### src/uab_pkg.sv
// constants shared by the serial error-status and baud-divisor block
package uab_pkg;

	localparam int NCH = 2;                      // number of serial channels

	// register byte addresses, one per channel
	localparam logic [31:0] ADDR_MODE   [NCH] = '{32'hFFFF_F300, 32'hFFFF_F310};
	localparam logic [31:0] ADDR_STATUS [NCH] = '{32'hFFFF_F302, 32'hFFFF_F312};
	localparam logic [31:0] ADDR_DIV    [NCH] = '{32'hFFFF_F304, 32'hFFFF_F314};
	localparam logic [31:0] ADDR_SRC_LO [NCH] = '{32'hFFFF_F30E, 32'hFFFF_F31E};
	localparam logic [31:0] ADDR_SRC_HI [NCH] = '{32'hFFFF_F320, 32'hFFFF_F322};
	localparam logic [31:0] ADDR_INV    [NCH] = '{32'hFFFF_F324, 32'hFFFF_F326};

	localparam logic [7:0] REG_RST = 8'h00;      // reset value of every register

	// serial mode register fields
	localparam int MODE_TX_EN  = 7;
	localparam int MODE_RX_EN  = 6;
	localparam int MODE_PS_HI  = 5;
	localparam int MODE_PS_LO  = 4;
	localparam int MODE_LEN8   = 3;
	localparam int MODE_STOP2  = 2;
	localparam int MODE_ISRM   = 1;

	// other field positions
	localparam int INV_BIT     = 0;              // tx_level_invert
	localparam int ST_PARITY   = 2;              // parity error flag
	localparam int ST_FRAMING  = 1;              // framing_error_flag
	localparam int ST_OVERRUN  = 0;              // overrun_error_flag
	localparam int SRC_HI_BIT  = 0;              // top bit of source_select_field
	localparam int SRC_LO_W    = 3;              // low part of source_select_field

	// divisor and source clock encodings
	localparam logic [7:0] DIV_MIN   = 8'h08;    // smallest legal divisor k
	localparam logic [3:0] SRC_EXT   = 4'h0;     // external clock pin
	localparam logic [3:0] SRC_TIMER = 4'h7;     // timer output
	localparam logic [3:0] SRC_LAST  = 4'hB;     // main clock / 512
	localparam int         PRE_W     = 9;        // prescaler width, 2^9 = 512

	// receiver frame states
	typedef enum logic [2:0] {
		RX_IDLE   = 3'b000,
		RX_START  = 3'b001,
		RX_DATA   = 3'b010,
		RX_PARITY = 3'b011,
		RX_STOP   = 3'b100
	} uab_rx_state_t;

endpackage : uab_pkg

### src/uab_stream_if.sv
// valid/ready word stream between the receiver and its buffer
`timescale 1ns/10ps
interface uab_stream_if #(parameter int W = 8);
	logic [W-1:0] wdata;   // word offered by the filler
	logic         wvalid;  // filler has a word
	logic         wready;  // buffer can take a word
	logic [W-1:0] rdata;   // word at the buffer head
	logic         rvalid;  // buffer holds a word
	logic         rready;  // drain takes the head word

	modport fill  (output wdata, output wvalid, input wready);
	modport store (input wdata, input wvalid, output wready,
		output rdata, output rvalid, input rready);
	modport drain (input rdata, input rvalid, output rready);
endinterface : uab_stream_if

### src/uab_buf.sv
// small valid/ready buffer holding received characters
`timescale 1ns/10ps
module uab_buf #(
	parameter int W     = 8,   // word width
	parameter int DEPTH = 2    // entries, power of two
) (
	// clock and reset
	input wire logic  ref_clk,
	input wire logic  rst,
	// stream side
	uab_stream_if.store s
);
	// two registered slots, so head data and valid leave straight from flops;
	// limitation: the structure holds two words whatever DEPTH says
	logic [W-1:0] head_r;     // word offered to the reader
	logic [W-1:0] tail_r;     // word waiting behind the head
	logic         head_v_r;   // head slot holds a word
	logic         tail_v_r;   // tail slot holds a word
	logic         push;       // accepted write
	logic         pop;        // accepted read

	assign push     = s.wvalid && !tail_v_r;
	assign pop      = head_v_r && s.rready;
	assign s.wready = !tail_v_r;   // full when both slots hold a word
	assign s.rvalid = head_v_r;
	assign s.rdata  = head_r;

	// data slots; no reset needed on data
	always_ff @(posedge ref_clk) begin
		if (pop) begin
			// push with pop means the tail was empty
			head_r <= push ? s.wdata : tail_r;
		end else if (push && !head_v_r) begin
			head_r <= s.wdata;
		end
		if (push && head_v_r && !pop) begin
			tail_r <= s.wdata;
		end
	end

	// slot occupancy flags
	always_ff @(posedge ref_clk or posedge rst) begin
		if (rst) begin
			head_v_r <= 1'b0;
			tail_v_r <= 1'b0;
		end else if (pop) begin
			head_v_r <= push || tail_v_r;
			tail_v_r <= 1'b0;
		end else if (push) begin
			head_v_r <= 1'b1;
			tail_v_r <= head_v_r;
		end
	end

endmodule : uab_buf

### src/uab_ctrl.sv
// two-channel serial control, receive error status and baud divisor
`timescale 1ns/10ps
module uab_ctrl
	import uab_pkg::*;
#(
	parameter int BUF_DEPTH = 2   // passed to the receive buffer, which holds two entries whatever its value
) (
	// clock and reset
	input  wire logic                  ref_clk,
	input  wire logic                  rst,
	// processor memory port
	input  wire logic [31:0]           cpu_addr,
	input  wire logic                  cpu_wr,
	input  wire logic                  cpu_bit_op,
	input  wire logic [2:0]            cpu_bit_sel,
	input  wire logic [7:0]            cpu_wdata,
	input  wire logic                  cpu_rd,
	output      logic [7:0]            cpu_rdata,
	// serial pins
	input  wire logic [uab_pkg::NCH-1:0] serial_rx_pin,
	input  wire logic [uab_pkg::NCH-1:0] ext_clk_pin,
	output      logic [uab_pkg::NCH-1:0] serial_tx_pin,
	// on-chip sources
	input  wire logic [uab_pkg::NCH-1:0] tx_shift_level,
	input  wire logic [uab_pkg::NCH-1:0] timer_out,
	// receive buffer stream, one per channel
	output      logic [7:0]            rx_data   [uab_pkg::NCH],
	output      logic [uab_pkg::NCH-1:0] rx_valid,
	input  wire logic [uab_pkg::NCH-1:0] rx_ready,
	output      logic [uab_pkg::NCH-1:0] rx_done
);
	import uab_pkg::*;

	// software-visible registers
	logic [7:0]       mode_r   [NCH];   // serial_mode_reg
	logic [7:0]       div_r    [NCH];   // baud_divisor_reg
	logic [SRC_LO_W-1:0] src_lo_r [NCH]; // source_clock_select_reg, low
	logic             src_hi_r [NCH];   // source_clock_select_reg, high
	logic             inv_r    [NCH];   // tx_level_invert
	logic [2:0]       status_r [NCH];   // receive_error_status_reg
	logic [7:0]       rdata_r;          // registered read data
	logic [7:0]       rdata_nxt;        // read mux
	logic [PRE_W-1:0] pre_r;            // shared main clock prescaler

	// bit-or-byte write merge
	function automatic logic [7:0] wr_merge(input logic [7:0] old_v);
		logic [7:0] v;
		v = old_v;
		if (cpu_bit_op) begin
			v[cpu_bit_sel] = cpu_wdata[0];
		end else begin
			v = cpu_wdata;
		end
		return v;
	endfunction : wr_merge

	// main clock tick for 2^m division, m from the select code
	function automatic logic pre_tick(input logic [3:0] sel,
		input logic [PRE_W-1:0] pre);
		logic [PRE_W-1:0] mask;
		logic [3:0]       m;
		mask = '0;
		m    = 4'h0;
		if (sel >= 4'h1 && sel <= 4'h6) begin
			m = sel - 4'h1;               // fxx .. fxx/32
		end else begin
			m = sel - 4'h2;               // fxx/64 .. fxx/512
		end
		mask = PRE_W'((10'h001 << m) - 10'h001);
		return (pre & mask) == mask;
	endfunction : pre_tick

	// free-running prescaler feeding every channel's divider
	always_ff @(posedge ref_clk or posedge rst) begin
		if (rst) begin
			pre_r <= '0;
		end else begin
			pre_r <= pre_r + PRE_W'(1);
		end
	end

	// read mux over all registers; unmapped reads as zero
	always_comb begin
		rdata_nxt = REG_RST;
		for (int c = 0; c < NCH; c++) begin
			if (cpu_addr == ADDR_MODE[c]) begin
				rdata_nxt = mode_r[c];
			end
			if (cpu_addr == ADDR_STATUS[c]) begin
				rdata_nxt = {5'h00, status_r[c]};
			end
			if (cpu_addr == ADDR_DIV[c]) begin
				rdata_nxt = div_r[c];
			end
			if (cpu_addr == ADDR_SRC_LO[c]) begin
				rdata_nxt = {5'h00, src_lo_r[c]};
			end
			if (cpu_addr == ADDR_SRC_HI[c]) begin
				rdata_nxt = {7'h00, src_hi_r[c]};
			end
			if (cpu_addr == ADDR_INV[c]) begin
				rdata_nxt = {7'h00, inv_r[c]};
			end
		end
	end

	// read data register, one cycle after the read strobe
	always_ff @(posedge ref_clk or posedge rst) begin
		if (rst) begin
			rdata_r <= REG_RST;
		end else if (cpu_rd) begin
			rdata_r <= rdata_nxt;
		end
	end
	assign cpu_rdata = rdata_r;

	genvar ch;
	generate
		for (ch = 0; ch < NCH; ch++) begin : g_ch
			logic [2:0]    rx_sync_r;      // rx pin synchroniser plus edge stage
			logic [2:0]    ext_sync_r;     // external clock synchroniser plus edge
			logic [3:0]    src_sel;        // full source_select_field
			logic          src_tick;       // one divider-source tick
			logic [7:0]    kcnt_r;         // divisor counter
			logic          half_tick;      // half bit period elapsed
			logic          phase_r;        // sample on alternate half ticks
			logic          samp;           // bit-centre sample strobe
			logic          line;           // synchronised rx level
			logic          rx_fall;        // start edge
			uab_rx_state_t state_r;        // frame state
			logic [2:0]    bit_idx_r;      // data bit counter
			logic [7:0]    shift_r;        // incoming data
			logic          par_r;          // received parity bit
			logic          complete;       // stop bit sampled
			logic [7:0]    char_data;      // aligned character
			logic          pe;             // parity error of this character
			logic          fe;             // framing error of this character
			logic          ove;            // overrun of this character
			logic          tx_pin_r;       // registered tx pin
			logic          done_r;         // completion pulse
			logic          rx_en;          // receive enable
			logic [1:0]    ps;             // parity mode
			uab_stream_if #(.W(8)) rxs ();

			assign rx_en   = mode_r[ch][MODE_RX_EN];
			assign ps      = mode_r[ch][MODE_PS_HI:MODE_PS_LO];
			assign src_sel = {src_hi_r[ch], src_lo_r[ch]};
			assign line    = rx_sync_r[1];
			assign rx_fall = rx_sync_r[2] && !rx_sync_r[1];

			// register writes for this channel
			always_ff @(posedge ref_clk or posedge rst) begin
				if (rst) begin
					mode_r[ch]   <= REG_RST;
					inv_r[ch]    <= 1'b0;
					div_r[ch]    <= REG_RST;
					src_lo_r[ch] <= '0;
					src_hi_r[ch] <= 1'b0;
				end else if (cpu_wr) begin
					if (cpu_addr == ADDR_MODE[ch]) begin
						mode_r[ch] <= wr_merge(mode_r[ch]) & 8'hFE;
					end
					if (cpu_addr == ADDR_INV[ch] && (!cpu_bit_op || cpu_bit_sel == 3'(INV_BIT))) begin
						inv_r[ch] <= cpu_bit_op ? cpu_wdata[0] : cpu_wdata[INV_BIT];
					end
					// byte writes only; a bit write is ignored
					if (!cpu_bit_op && cpu_addr == ADDR_DIV[ch]) begin
						div_r[ch] <= cpu_wdata;
					end
					if (!cpu_bit_op && cpu_addr == ADDR_SRC_LO[ch]) begin
						src_lo_r[ch] <= cpu_wdata[SRC_LO_W-1:0];
					end
					if (!cpu_bit_op && cpu_addr == ADDR_SRC_HI[ch]) begin
						src_hi_r[ch] <= cpu_wdata[SRC_HI_BIT];
					end
				end
			end

			// pin synchronisers; stage 0 feeds stage 1 only
			always_ff @(posedge ref_clk or posedge rst) begin
				if (rst) begin
					rx_sync_r  <= 3'b111;
					ext_sync_r <= 3'b000;
				end else begin
					rx_sync_r  <= {rx_sync_r[1:0], serial_rx_pin[ch]};
					ext_sync_r <= {ext_sync_r[1:0], ext_clk_pin[ch]};
				end
			end

			// source clock select; codes above the last are dead
			always_comb begin
				if (src_sel == SRC_EXT) begin
					src_tick = ext_sync_r[1] && !ext_sync_r[2];
				end else if (src_sel == SRC_TIMER) begin
					src_tick = timer_out[ch];
				end else if (src_sel <= SRC_LAST) begin
					src_tick = pre_tick(src_sel, pre_r);
				end else begin
					src_tick = 1'b0;
				end
			end

			// divide by k gives a half bit; two halves a bit, so 2^(m+1)*k
			// a prohibited k suppresses every half tick rather than running too fast
			assign half_tick = src_tick && (div_r[ch] >= DIV_MIN)
				&& (kcnt_r == div_r[ch] - 8'h01);
			assign samp = half_tick && phase_r;

			// divisor counter, restarted on a start edge to centre samples
			always_ff @(posedge ref_clk or posedge rst) begin
				if (rst) begin
					kcnt_r  <= 8'h00;
					phase_r <= 1'b0;
				end else if (state_r == RX_IDLE) begin
					kcnt_r  <= 8'h00;
					phase_r <= 1'b1;
				end else if (src_tick) begin
					kcnt_r <= half_tick ? 8'h00 : kcnt_r + 8'h01;
					if (half_tick) begin
						phase_r <= !phase_r;
					end
				end
			end

			// receive frame sequencer
			always_ff @(posedge ref_clk or posedge rst) begin
				if (rst) begin
					state_r   <= RX_IDLE;
					bit_idx_r <= 3'h0;
					shift_r   <= 8'h00;
					par_r     <= 1'b0;
				end else if (!rx_en) begin
					state_r <= RX_IDLE;      // disable aborts a frame
				end else begin
					case (state_r)
						RX_IDLE: begin
							if (rx_fall) begin
								state_r <= RX_START;
							end
						end
						RX_START: begin
							if (samp) begin
								// a high line at mid start is a glitch
								state_r   <= line ? RX_IDLE : RX_DATA;
								bit_idx_r <= 3'h0;
							end
						end
						RX_DATA: begin
							if (samp) begin
								shift_r   <= {line, shift_r[7:1]};
								bit_idx_r <= bit_idx_r + 3'h1;
								if (bit_idx_r == (mode_r[ch][MODE_LEN8] ? 3'h7 : 3'h6)) begin
									state_r <= (ps != 2'b00) ? RX_PARITY : RX_STOP;
								end
							end
						end
						RX_PARITY: begin
							if (samp) begin
								par_r   <= line;
								state_r <= RX_STOP;
							end
						end
						RX_STOP: begin
							// one stop bit only, whatever the stop length
							if (samp) begin
								state_r <= RX_IDLE;
							end
						end
						default: begin
							state_r <= RX_IDLE;
						end
					endcase
				end
			end

			assign complete  = rx_en && (state_r == RX_STOP) && samp;
			assign char_data = mode_r[ch][MODE_LEN8] ? shift_r : {1'b0, shift_r[7:1]};
			// zero-parity mode checks nothing
			assign pe  = ps[1] && ((^{char_data, par_r}) == ps[0]);
			assign fe  = !line;
			// buffer still full means the old word is unread
			assign ove = !rxs.wready;

			// error status, replaced with each character's result
			always_ff @(posedge ref_clk or posedge rst) begin
				if (rst) begin
					status_r[ch] <= 3'b000;
				end else if (complete) begin
					status_r[ch][ST_PARITY]  <= pe;
					status_r[ch][ST_FRAMING] <= fe;
					status_r[ch][ST_OVERRUN] <= ove;
				end
			end

			// completion pulse, held back on error when so configured
			always_ff @(posedge ref_clk or posedge rst) begin
				if (rst) begin
					done_r <= 1'b0;
				end else begin
					done_r <= complete && !(mode_r[ch][MODE_ISRM] && (pe || fe || ove));
				end
			end

			// transmit pin level, optionally inverted
			always_ff @(posedge ref_clk or posedge rst) begin
				if (rst) begin
					tx_pin_r <= 1'b1;
				end else begin
					tx_pin_r <= tx_shift_level[ch] ^ inv_r[ch];
				end
			end

			// received words queue here; a reader stalled past two words loses the newer ones
			assign rxs.wdata  = char_data;
			assign rxs.wvalid = complete;
			assign rxs.rready = rx_ready[ch];

			uab_buf #(
				.W     (8),
				.DEPTH (BUF_DEPTH)
			) u_buf (
				.ref_clk (ref_clk),
				.rst     (rst),
				.s       (rxs)
			);

			assign rx_data[ch]       = rxs.rdata;
			assign rx_valid[ch]      = rxs.rvalid;
			assign rx_done[ch]       = done_r;
			assign serial_tx_pin[ch] = tx_pin_r;
		end
	endgenerate

endmodule : uab_ctrl

### config.mk
export PLATFORM = sky130hd
export DESIGN_NAME = uab_ctrl
export DESIGN_NICKNAME = d
export VERILOG_FILES = /design/src/uab_pkg.sv /design/src/uab_stream_if.sv /design/src/uab_buf.sv /design/src/uab_ctrl.sv
export SDC_FILE = /design/constraint.sdc
export NUM_CORES = 1
export LEC_CHECK = 0
export ABC_AREA = 1
export ABC_CLOCK_PERIOD_IN_PS = 5160
export BUFFER_PORTS_ARGS = -buffer_cell sky130_fd_sc_hd__buf_2
export CAP_MARGIN = 30
export CORE_ASPECT_RATIO = 1.75
export CORE_UTILIZATION = 50
export CTS_BUF_LIST = sky130_fd_sc_hd__clkbuf_8
export DETAILED_ROUTE_END_ITERATION = 8
export PLACE_DENSITY = 0.69
export SETUP_SLACK_MARGIN = 0.2
export SKIP_LAST_GASP = 1
export SLEW_MARGIN = 20
export SYNTH_ARGS = -nofsm -noshare
export SYNTH_HDL_FRONTEND = slang
export SYNTH_SLANG_ARGS = --single-unit
### constraint.sdc
create_clock -name ref_clk -period 5.16 [get_ports ref_clk]
set_input_delay 0.258 -clock ref_clk [delete_from_list [all_inputs] [get_ports ref_clk]]
set_output_delay 0.258 -clock ref_clk [all_outputs]
set_load 0.1 [all_outputs]
== Word-level counts from Yosys, hierarchy flattened ==
Index checks and enable logic that the tools add are counted.
Word-level totals
  flip-flop bits (word level): 163
  output and inout bits: 30
Operators by class
  $add $sub $neg: 13
  shift operators: 2
  mux-type cells: 86
  reductions and logical operators: 102
  magnitude comparators: 10
  equality and inequality tests: 46
  bitwise operators: 4
Operator list (count)
  32-bit == test (second input constant): 12
  8-bit two-way mux: 28
  3-bit two-way mux: 18
  1-bit logical AND: 41
  3-bit inequality test (second input constant): 12
  4-bit two-way mux: 8
  3-bit one-hot mux with 5 select lines: 2
  2-bit AND reduction: 12
  2-bit nonzero test: 12
  1-bit two-way mux: 23
  9-bit bitwise AND: 2
  9-bit == test: 2
  9-bit XOR reduction: 2
  1-bit by 4-bit << shifter with 9-bit output (first input constant): 2
  9-bit by 1-bit subtractor with 9-bit output (second input constant): 2
  8-bit by 1-bit adder with 8-bit output (second input constant): 2
  8-bit bitwise mux: 2
  8-bit == test: 2
  8-bit by 4-bit >= comparator with 1-bit output (second input constant): 2
  8-bit by 1-bit subtractor with 8-bit output (second input constant): 2
  1-bit logical NOT: 15
  3-bit by 2-bit == test with 1-bit output (second input constant): 4
  3-bit one-hot mux with 2 select lines: 2
  3-bit AND reduction: 4
  other kinds (23): 50

== Logic depth before layout (Yosys ltp) ==
  depth after elaboration: 21
  depth in mapped cells: 28
  mapped depth without buffers: 28

== Hierarchy ==
From an unflattened synthesis, not the netlist that was laid out.
Second synthesis, totals
  cell total of the unflattened synthesis: 1210
  area, all modules: 9688.0 um2
Modules (own cells, without submodules)
  uab_ctrl: cells each 1096, instances 1, area each 8244.2 um2
  uab_buf: cells each 57, instances 2, area each 721.9 um2

== Worst setup path before layout ==
No wires, ideal clock.
  path kind: reg2reg
  from: register src_lo_r (netlist bit g_ch[1].src_sel[1])
  to: register g_ch[1].u_buf.head_r[0] (enable)
  period minus slack after synthesis: 3796 ps
  stages on the path, launching flop included: 25
  data arrival time: 3412 ps
  data required time: 4776 ps
  slack: 1364 ps
  setup time: 384 ps
  cells stage by stage: dfrtp_1 > inv_1 > ha_1 > nand3_4 > nand3_4 > nand2_1 > nand2_1 > nand2_2 > nor2_2 > inv_1 > ha_1 > o21ai_0 > a21oi_1 > nand3_1 > nor2_1 > nand2_1 > nor2_1 > nand2_1 > nand2_1 > nand2_2 > nand2_4 > nand3_4 > nor2_8 > nand3_4 > o21ai_0
On the way
  word-level cells in the longest chain between the ends: 20
  elaborated cells on any way between the ends: 26
Ends and longest elaborated chain
  start, declared: RTL line uab_ctrl.sv:37  | logic [SRC_LO_W-1:0] src_lo_r [NCH];
  start signal, assigned by index: RTL line uab_ctrl.sv:171  | src_lo_r[ch] <= cpu_wdata[SRC_LO_W-1:0];
  4-bit by 1-bit >= comparator with 1-bit output / 4-bit by 3-bit less-or-equal comparator with 1-bit output (equally long branches): RTL line uab_ctrl.sv:64  | if (sel >= 4'h1 && sel <= 4'h6) begin
  1-bit logical AND: RTL line uab_ctrl.sv:64
  4-bit two-way mux: RTL line uab_ctrl.sv:64
  4-bit two-way mux: RTL line uab_ctrl.sv:196  | end else if (src_sel <= SRC_LAST) begin
  4-bit two-way mux: RTL line uab_ctrl.sv:194  | end else if (src_sel == SRC_TIMER) begin
  4-bit two-way mux: RTL line uab_ctrl.sv:192  | if (src_sel == SRC_EXT) begin
  1-bit by 4-bit << shifter with 9-bit output: RTL line uab_ctrl.sv:69  | mask = PRE_W'((10'h001 << m) - 10'h001);
  9-bit by 1-bit subtractor with 9-bit output: RTL line uab_ctrl.sv:69
  [4 not listed]
  1-bit two-way mux *: RTL line uab_ctrl.sv:192
  1-bit logical AND *: RTL line uab_ctrl.sv:205  | assign half_tick = src_tick && (div_r[ch] >= DIV_MIN)
  1-bit logical AND *: RTL line uab_ctrl.sv:206  | && (kcnt_r == div_r[ch] - 8'h01);
  1-bit logical AND *: RTL line uab_ctrl.sv:207  | assign samp = half_tick && phase_r;
  1-bit logical AND *: RTL line uab_ctrl.sv:276  | assign complete = rx_en && (state_r == RX_STOP) && samp;
  1-bit logical AND *: RTL line uab_buf.sv:22  | assign push = s.wvalid && !tail_v_r;
  1-bit logical AND *: RTL line uab_buf.sv:33  | end else if (push && !head_v_r) begin
  2-bit nonzero test (no line) *
  end signal, assigned: RTL line uab_buf.sv:32  | head_r <= push ? s.wdata : tail_r;
  end signal, assigned: RTL line uab_buf.sv:34  | head_r <= s.wdata;
  end, declared: RTL line uab_buf.sv:15  | logic [W-1:0] head_r;
Every way passes the cells marked *; elsewhere a longest branch is shown, timed or not. The select of a mux whose other input is x is not followed.
A chain may end at the register's enable or synchronous reset.

== Final worst setup path ==
  from: register src_lo_r (netlist bit g_ch[0].src_sel[0])
  to: register g_ch[0].u_buf.tail_r[2] (enable)
On the way
  word-level cells in the longest chain between the ends: 20
  elaborated cells on any way between the ends: 26
Ends and longest elaborated chain
  4-bit by 1-bit >= comparator with 1-bit output / 4-bit by 3-bit less-or-equal comparator with 1-bit output (equally long branches): RTL line uab_ctrl.sv:64
  1-bit logical AND: RTL line uab_ctrl.sv:64
  4-bit two-way mux: RTL line uab_ctrl.sv:64
  4-bit two-way mux: RTL line uab_ctrl.sv:196
  4-bit two-way mux: RTL line uab_ctrl.sv:194
  4-bit two-way mux: RTL line uab_ctrl.sv:192
  1-bit by 4-bit << shifter with 9-bit output: RTL line uab_ctrl.sv:69
  9-bit by 1-bit subtractor with 9-bit output: RTL line uab_ctrl.sv:69
  [3 not listed]
  1-bit two-way mux: RTL line uab_ctrl.sv:194
  1-bit two-way mux *: RTL line uab_ctrl.sv:192
  1-bit logical AND *: RTL line uab_ctrl.sv:205
  1-bit logical AND *: RTL line uab_ctrl.sv:206
  1-bit logical AND *: RTL line uab_ctrl.sv:207
  1-bit logical AND *: RTL line uab_ctrl.sv:276
  1-bit logical AND *: RTL line uab_buf.sv:22
  1-bit logical AND * (2 in series): RTL line uab_buf.sv:36  | if (push && head_v_r && !pop) begin
  end signal, assigned: RTL line uab_buf.sv:37  | tail_r <= s.wdata;
  end, declared: RTL line uab_buf.sv:16  | logic [W-1:0] tail_r;
Marked as above.

==> impl_metrics.prom <==
# TYPE chip_impl_metric gauge
chip_impl_metric{name="initial_utilization",unit=""} 0.5125
chip_impl_info{name="cp-end-kind",value="register"} 1
chip_impl_metric{name="dp_hpwl",unit="mm"} 18.18
chip_impl_metric{name="antenna_found_initial",unit=""} 0
chip_impl_metric{name="cts.path.max_buffers",unit=""} 2
chip_impl_metric{name="synthesis.instances",unit=""} 1156
chip_impl_info{name="critical_path_class",value="reg2reg"} 1
chip_impl_metric{name="cts_num_sinks",unit=""} 163
chip_impl_metric{name="drc_errors",unit=""} 0
chip_impl_metric{name="pin_count",unit=""} 88
chip_impl_metric{name="finalWeightedCongestion",unit=""} 0.9344
chip_impl_metric{name="layout.cell_area.non_filler",unit="µm²"} 10650
chip_impl_metric{name="synthesis.nets",unit=""} 1239
chip_impl_metric{name="finalWirelength",unit="mm"} 23.31
chip_impl_metric{name="drt-pass1-iter-count",unit=""} 4
chip_impl_metric{name="ctsHtreeMaxLevel",unit=""} 4
chip_impl_metric{name="route.antenna.remaining_nets",unit=""} 0
chip_impl_info{name="cp_common_cell",value="sky130_fd_sc_hd__nand2_1"} 1
chip_impl_metric{name="fin_cells",unit=""} 1503
chip_impl_metric{name="power_leakage",unit="nW"} 4.928
chip_impl_metric{name="critical_path_peak_fanout",unit=""} 14
chip_impl_metric{name="globalRouteTotalUtil",unit=""} 0.2469
chip_impl_metric{name="tritoncts.num_buffers",unit=""} 17
chip_impl_metric{name="core.rowCount",unit=""} 66
chip_impl_metric{name="timing.reg2reg.setup_slack",unit="ns"} 0.93
chip_impl_info{name="timing.rr.end",value="g_ch[0].u_buf.tail_r[2]$_DFFE_PP_"} 1
chip_impl_metric{name="timing.final.hold_violations",unit=""} 0
chip_impl_metric{name="worstSkewPairLatency",unit="ns"} 0.48
chip_impl_metric{name="areaGrowthSynthToFinish",unit="%"} 11.34
chip_impl_metric{name="max_cap_viol_count",unit=""} 0
chip_impl_info{name="run_status",value="finished, final reports clean"} 1
chip_impl_metric{name="finalCritPeriodShare",unit=""} 0.8205
chip_impl_metric{name="groute.layer.met1.usage",unit=""} 0.2530
chip_impl_info{name="type_of_element_launching_the_critical_path",value="register"} 1
chip_impl_metric{name="timing_max_transition_violations_final",unit=""} 0
chip_impl_metric{name="crit_required",unit="ns"} 5.35
chip_impl_metric{name="worst-path-buf-inv",unit=""} 4
chip_impl_metric{name="fp.dieH",unit="µm"} 185.0
chip_impl_metric{name="yosysWarningCount",unit=""} 0
chip_impl_metric{name="timing_worst_slew_pin_value",unit="ns"} 0.9280
chip_impl_metric{name="clk_pin_slew",unit="ns"} 0.09
chip_impl_metric{name="worst-endpoint-arrival",unit="ns"} 4.42
chip_impl_metric{name="dpl_cell_area",unit="µm²"} 10200
chip_impl_metric{name="design.die.area",unit="µm²"} 19710
chip_impl_metric{name="slew_hr",unit=""} 0.3756
chip_impl_metric{name="final_period_minus_worst_setup_slack",unit="ns"} 4.234
chip_impl_info{name="tritoncts",value="built"} 1
chip_impl_metric{name="min_path_cells",unit=""} 3
chip_impl_metric{name="ys_seq_elements",unit=""} 163
chip_impl_metric{name="clock_skew",unit="ns"} 0.01593
chip_impl_metric{name="die_x",unit="µm"} 106.6
chip_impl_info{name="globalRoute.busiestLayer",value="met2"} 1
chip_impl_metric{name="design.core.area",unit="µm²"} 18660
chip_impl_metric{name="wl_per_cell",unit="µm"} 15.51
chip_impl_metric{name="vias_per_cell",unit=""} 5.375
chip_impl_metric{name="final_core_utilization",unit=""} 0.5707
chip_impl_metric{name="largest_net_degree_at_the_start_of_global_routing",unit=""} 73
chip_impl_metric{name="dp_cells",unit=""} 1464
chip_impl_info{name="whs_endpoint",value="cpu_rdata[0]$_DFFE_PP0P_"} 1
chip_impl_info{name="clock_tree.root_cell",value="sky130_fd_sc_hd__clkbuf_8"} 1
chip_impl_info{name="worst_path_max_delay_cell",value="sky130_fd_sc_hd__nand4_1"} 1
chip_impl_metric{name="number_of_drc_violations_after_detailed_routing_iteration_0",unit=""} 435
chip_impl_metric{name="cts-resized-gates",unit=""} 0
chip_impl_info{name="rsz0062_at_grt",value="no"} 1
chip_impl_metric{name="power_density",unit="nW/µm²"} 218.8
chip_impl_metric{name="finalSetupViolCount",unit=""} 0
chip_impl_metric{name="avgSynthCellArea",unit="µm²"} 8.275
chip_impl_metric{name="cp_slowest_stage_delay",unit="ns"} 0.48
chip_impl_metric{name="grt_first_pass_wirelength",unit="mm"} 37.36
chip_impl_info{name="hold_class",value="in2reg"} 1
chip_impl_metric{name="port_buffers",unit=""} 87
chip_impl_metric{name="globalRouteMet3Util",unit=""} 0.04082
chip_impl_metric{name="timing.setup.tns",unit="ns"} 0
chip_impl_metric{name="antenna_cells",unit=""} 0
chip_impl_metric{name="reg2reg_depth",unit=""} 24
chip_impl_info{name="critical_path.cell_chain",value="inv_1 -> ha_1 -> inv_1 -> a31oi_4 -> nand2_2 -> nand2_1 -> nand2_2 -> nand2_1 -> inv_1 -> nand2_2 -> ha_1 -> o21ai_0 -> a21oi_1 -> nand2_1 -> nor2_1 -> nand2_1 -> nor2_1 -> nand2_1 -> nand2_1 -> nand3_1 -> nor2_1 -> nand4_1 -> nor3b_1 -> buf_4"} 1
chip_impl_metric{name="first_global_vias",unit=""} 8023
chip_impl_metric{name="max_clock_freq",unit="MHz"} 236.2
chip_impl_metric{name="post_synth_instance_area",unit="µm²"} 9565
chip_impl_info{name="critical_path.reg2reg.startpoint",value="g_ch[0].src_sel[0]$_DFFE_PP0P_"} 1
chip_impl_metric{name="drive_gt1_frac",unit=""} 0.1573
chip_impl_metric{name="final_net_count",unit=""} 1335
chip_impl_metric{name="whs",unit="ns"} 0.02432
chip_impl_metric{name="part_of_the_yosys_area_used_for_sequential_elements",unit=""} 0.4442
chip_impl_metric{name="globalRouteOverflowTotal",unit=""} 0
chip_impl_metric{name="grt.met2_usage",unit=""} 0.4665
chip_impl_info{name="min-delay-start",value="cpu_rd"} 1
chip_impl_metric{name="ys_types",unit=""} 57
chip_impl_info{name="cp_top_family",value="simple AND/OR/NAND/NOR gates"} 1
chip_impl_metric{name="ir_drop",unit="mV"} 0.1476
chip_impl_metric{name="vias",unit=""} 8079
repair_timing:
item,4_1_cts,5_1_grt
buffers inserted,0,0
endpoints found under the hold margin,72,0
hold buffers,7,0
state kept, by name, indices dropped and copies added (netlist names), 4 cells and up:
name,cells
pre_r,9
g_ch.src_sel,8
g_ch.ext_sync_r,6
g_ch.kcnt_r,16
g_ch.u_buf.tail_r,16
g_ch.ps,4
cpu_rdata,8
g_ch.rx_sync_r,6
g_ch.state_r,6
div_r,16
g_ch.shift_r,16
status_r,6
g_ch.u_buf.s.rdata,16
mode_r,8
g_ch.bit_idx_r,6
worst max path at each step:
stage / cells past startpoint / slack (ns) / from / end
floorplan: 24 / 1.36 / g_ch[1].src_sel[1]$_DFFE_PP0P_ / g_ch[1].u_buf.s.rdata[0]$_DFFE_PP_
global placement: 23 / 1.01 / g_ch[0].src_sel[0]$_DFFE_PP0P_ / g_ch[0].u_buf.tail_r[4]$_DFFE_PP_
detailed placement: 23 / 0.93 / g_ch[0].src_sel[0]$_DFFE_PP0P_ / g_ch[0].u_buf.s.rdata[4]$_DFFE_PP_
finish: 24 / 0.93 / g_ch[0].src_sel[0]$_DFFE_PP0P_ / g_ch[0].u_buf.tail_r[2]$_DFFE_PP_
CTS: 23 / 0.92 / g_ch[0].src_sel[0]$_DFFE_PP0P_ / g_ch[0].u_buf.s.rdata[4]$_DFFE_PP_
global route: 23 / 0.35 / g_ch[0].src_sel[0]$_DFFE_PP0P_ / g_ch[0].u_buf.tail_r[1]$_DFFE_PP_
per-stage QoR:
stage | power [mW] | setup slack, ns
6_report | 2.330 | 0.9264
5_1_grt | 2.415 | 0.3540
4_1_cts | 2.356 | 0.9244
3_5_place_dp | 1.445 | 0.9327
3_3_place_gp | 1.444 | 1.007
2_1_floorplan | 1.395 | 1.364
routing by layer:
layer / wire length, µm / part of all wire
met1: 8900 / 0.38
met2: 12540 / 0.54
met3: 824 / 0.035
met4: 1044 / 0.045
met5: 0 / 0
logic make-up (layout without fill, tap and decap cells):
family / Yosys count / count (layout) / synth area share
buf+inv: 167 / 276 / 0.07194
xor+xnor: 64 / 64 / 0.05860
compound gates: 221 / 221 / 0.1367
simple gates: 516 / 516 / 0.2559
flops: 163 / 163 / 0.4442
fa+ha+maj: 25 / 25 / 0.03270
where the power goes:
| group | total (mW) | internal [mW] | switching [mW] |
|---|---|---|---|
| Sequential | 1.32 | 1.31 | 0.00259 |
| Clock | 0.908 | 0.398 | 0.510 |
| Combinational | 0.105 | 0.0308 | 0.0739 |
cell usage after synthesis, drive strengths merged:
| cell | instances | area (µm²) |
|---|---|---|
| buf | 12 | 100.1 |
| a41oi | 1 | 8.760 |
| o21ai | 107 | 603.1 |
| nand3 | 81 | 480.5 |
| nand3b | 4 | 42.54 |
| nor3 | 27 | 140.1 |
| nor2 | 82 | 354.1 |
| a31oi | 18 | 127.6 |
| nor4b | 1 | 23.77 |
| clkbuf | 9 | 35.03 |
| or3 | 1 | 6.260 |
| o21a | 2 | 15.01 |
| o21bai | 3 | 22.52 |
| and2 | 1 | 6.260 |
| inv | 142 | 535.5 |
| o31ai | 2 | 15.01 |
| nor3b | 4 | 35.03 |
| xor2 | 40 | 350.3 |
| clkinv | 4 | 17.52 |
| a21boi | 4 | 30.03 |
| dfrtp | 123 | 3078 |
| o221a | 1 | 11.26 |
| dfstp | 8 | 210.2 |
| o22ai | 16 | 100.1 |
| or2 | 9 | 56.31 |
| o211ai | 6 | 45.04 |
| o2111ai | 1 | 8.760 |
| ha | 25 | 312.8 |
| nand2 | 274 | 1096 |
| xnor2 | 24 | 210.2 |
| a32o | 1 | 10.01 |
| edfxtp | 32 | 960.9 |
| nand4 | 24 | 150.1 |
| a22oi | 6 | 45.04 |
| a21oi | 53 | 265.3 |
| nor4 | 8 | 56.30 |
cells in the final DEF, fill, tap and decap left out, types with 18 or more instances in the layout:
| cell type | synthesis | final |
|---|---|---|
| sky130_fd_sc_hd__nor3_1 | 26 | 26 |
| sky130_fd_sc_hd__ha_1 | 25 | 25 |
| sky130_fd_sc_hd__edfxtp_1 | 32 | 32 |
| sky130_fd_sc_hd__dfrtp_1 | 123 | 123 |
| sky130_fd_sc_hd__a21oi_1 | 53 | 53 |
| sky130_fd_sc_hd__clkbuf_8 | 0 | 18 |
| sky130_fd_sc_hd__o21ai_2 | 18 | 18 |
| sky130_fd_sc_hd__inv_1 | 140 | 140 |
| sky130_fd_sc_hd__nor2_1 | 75 | 75 |
| sky130_fd_sc_hd__nand3_1 | 75 | 75 |
| sky130_fd_sc_hd__nand4_1 | 24 | 24 |
| sky130_fd_sc_hd__xnor2_1 | 24 | 24 |
| sky130_fd_sc_hd__buf_2 | 2 | 87 |
| sky130_fd_sc_hd__nand2_1 | 257 | 257 |
| sky130_fd_sc_hd__xor2_1 | 40 | 40 |
| sky130_fd_sc_hd__o21ai_0 | 87 | 87 |
tightest hold or removal path, cell delays in order:
cell and delay (ns):
sky130_fd_sc_hd__buf_2 0.09, sky130_fd_sc_hd__nand3_1 0.07, sky130_fd_sc_hd__nand2_1 0.06
area by class of cell:
cell class,instances,area [µm²]
Timing Repair Buffer,98,535.5
Clock inverter,14,127.6
Clock buffer,18,247.7
Sequential cell,163,4249
Tap cell,238,297.8
Multi-Input combinational cell,826,4634
Inverter,146,558.0
Fill cell,1789,8013
(Power assumes the default switching activity.)
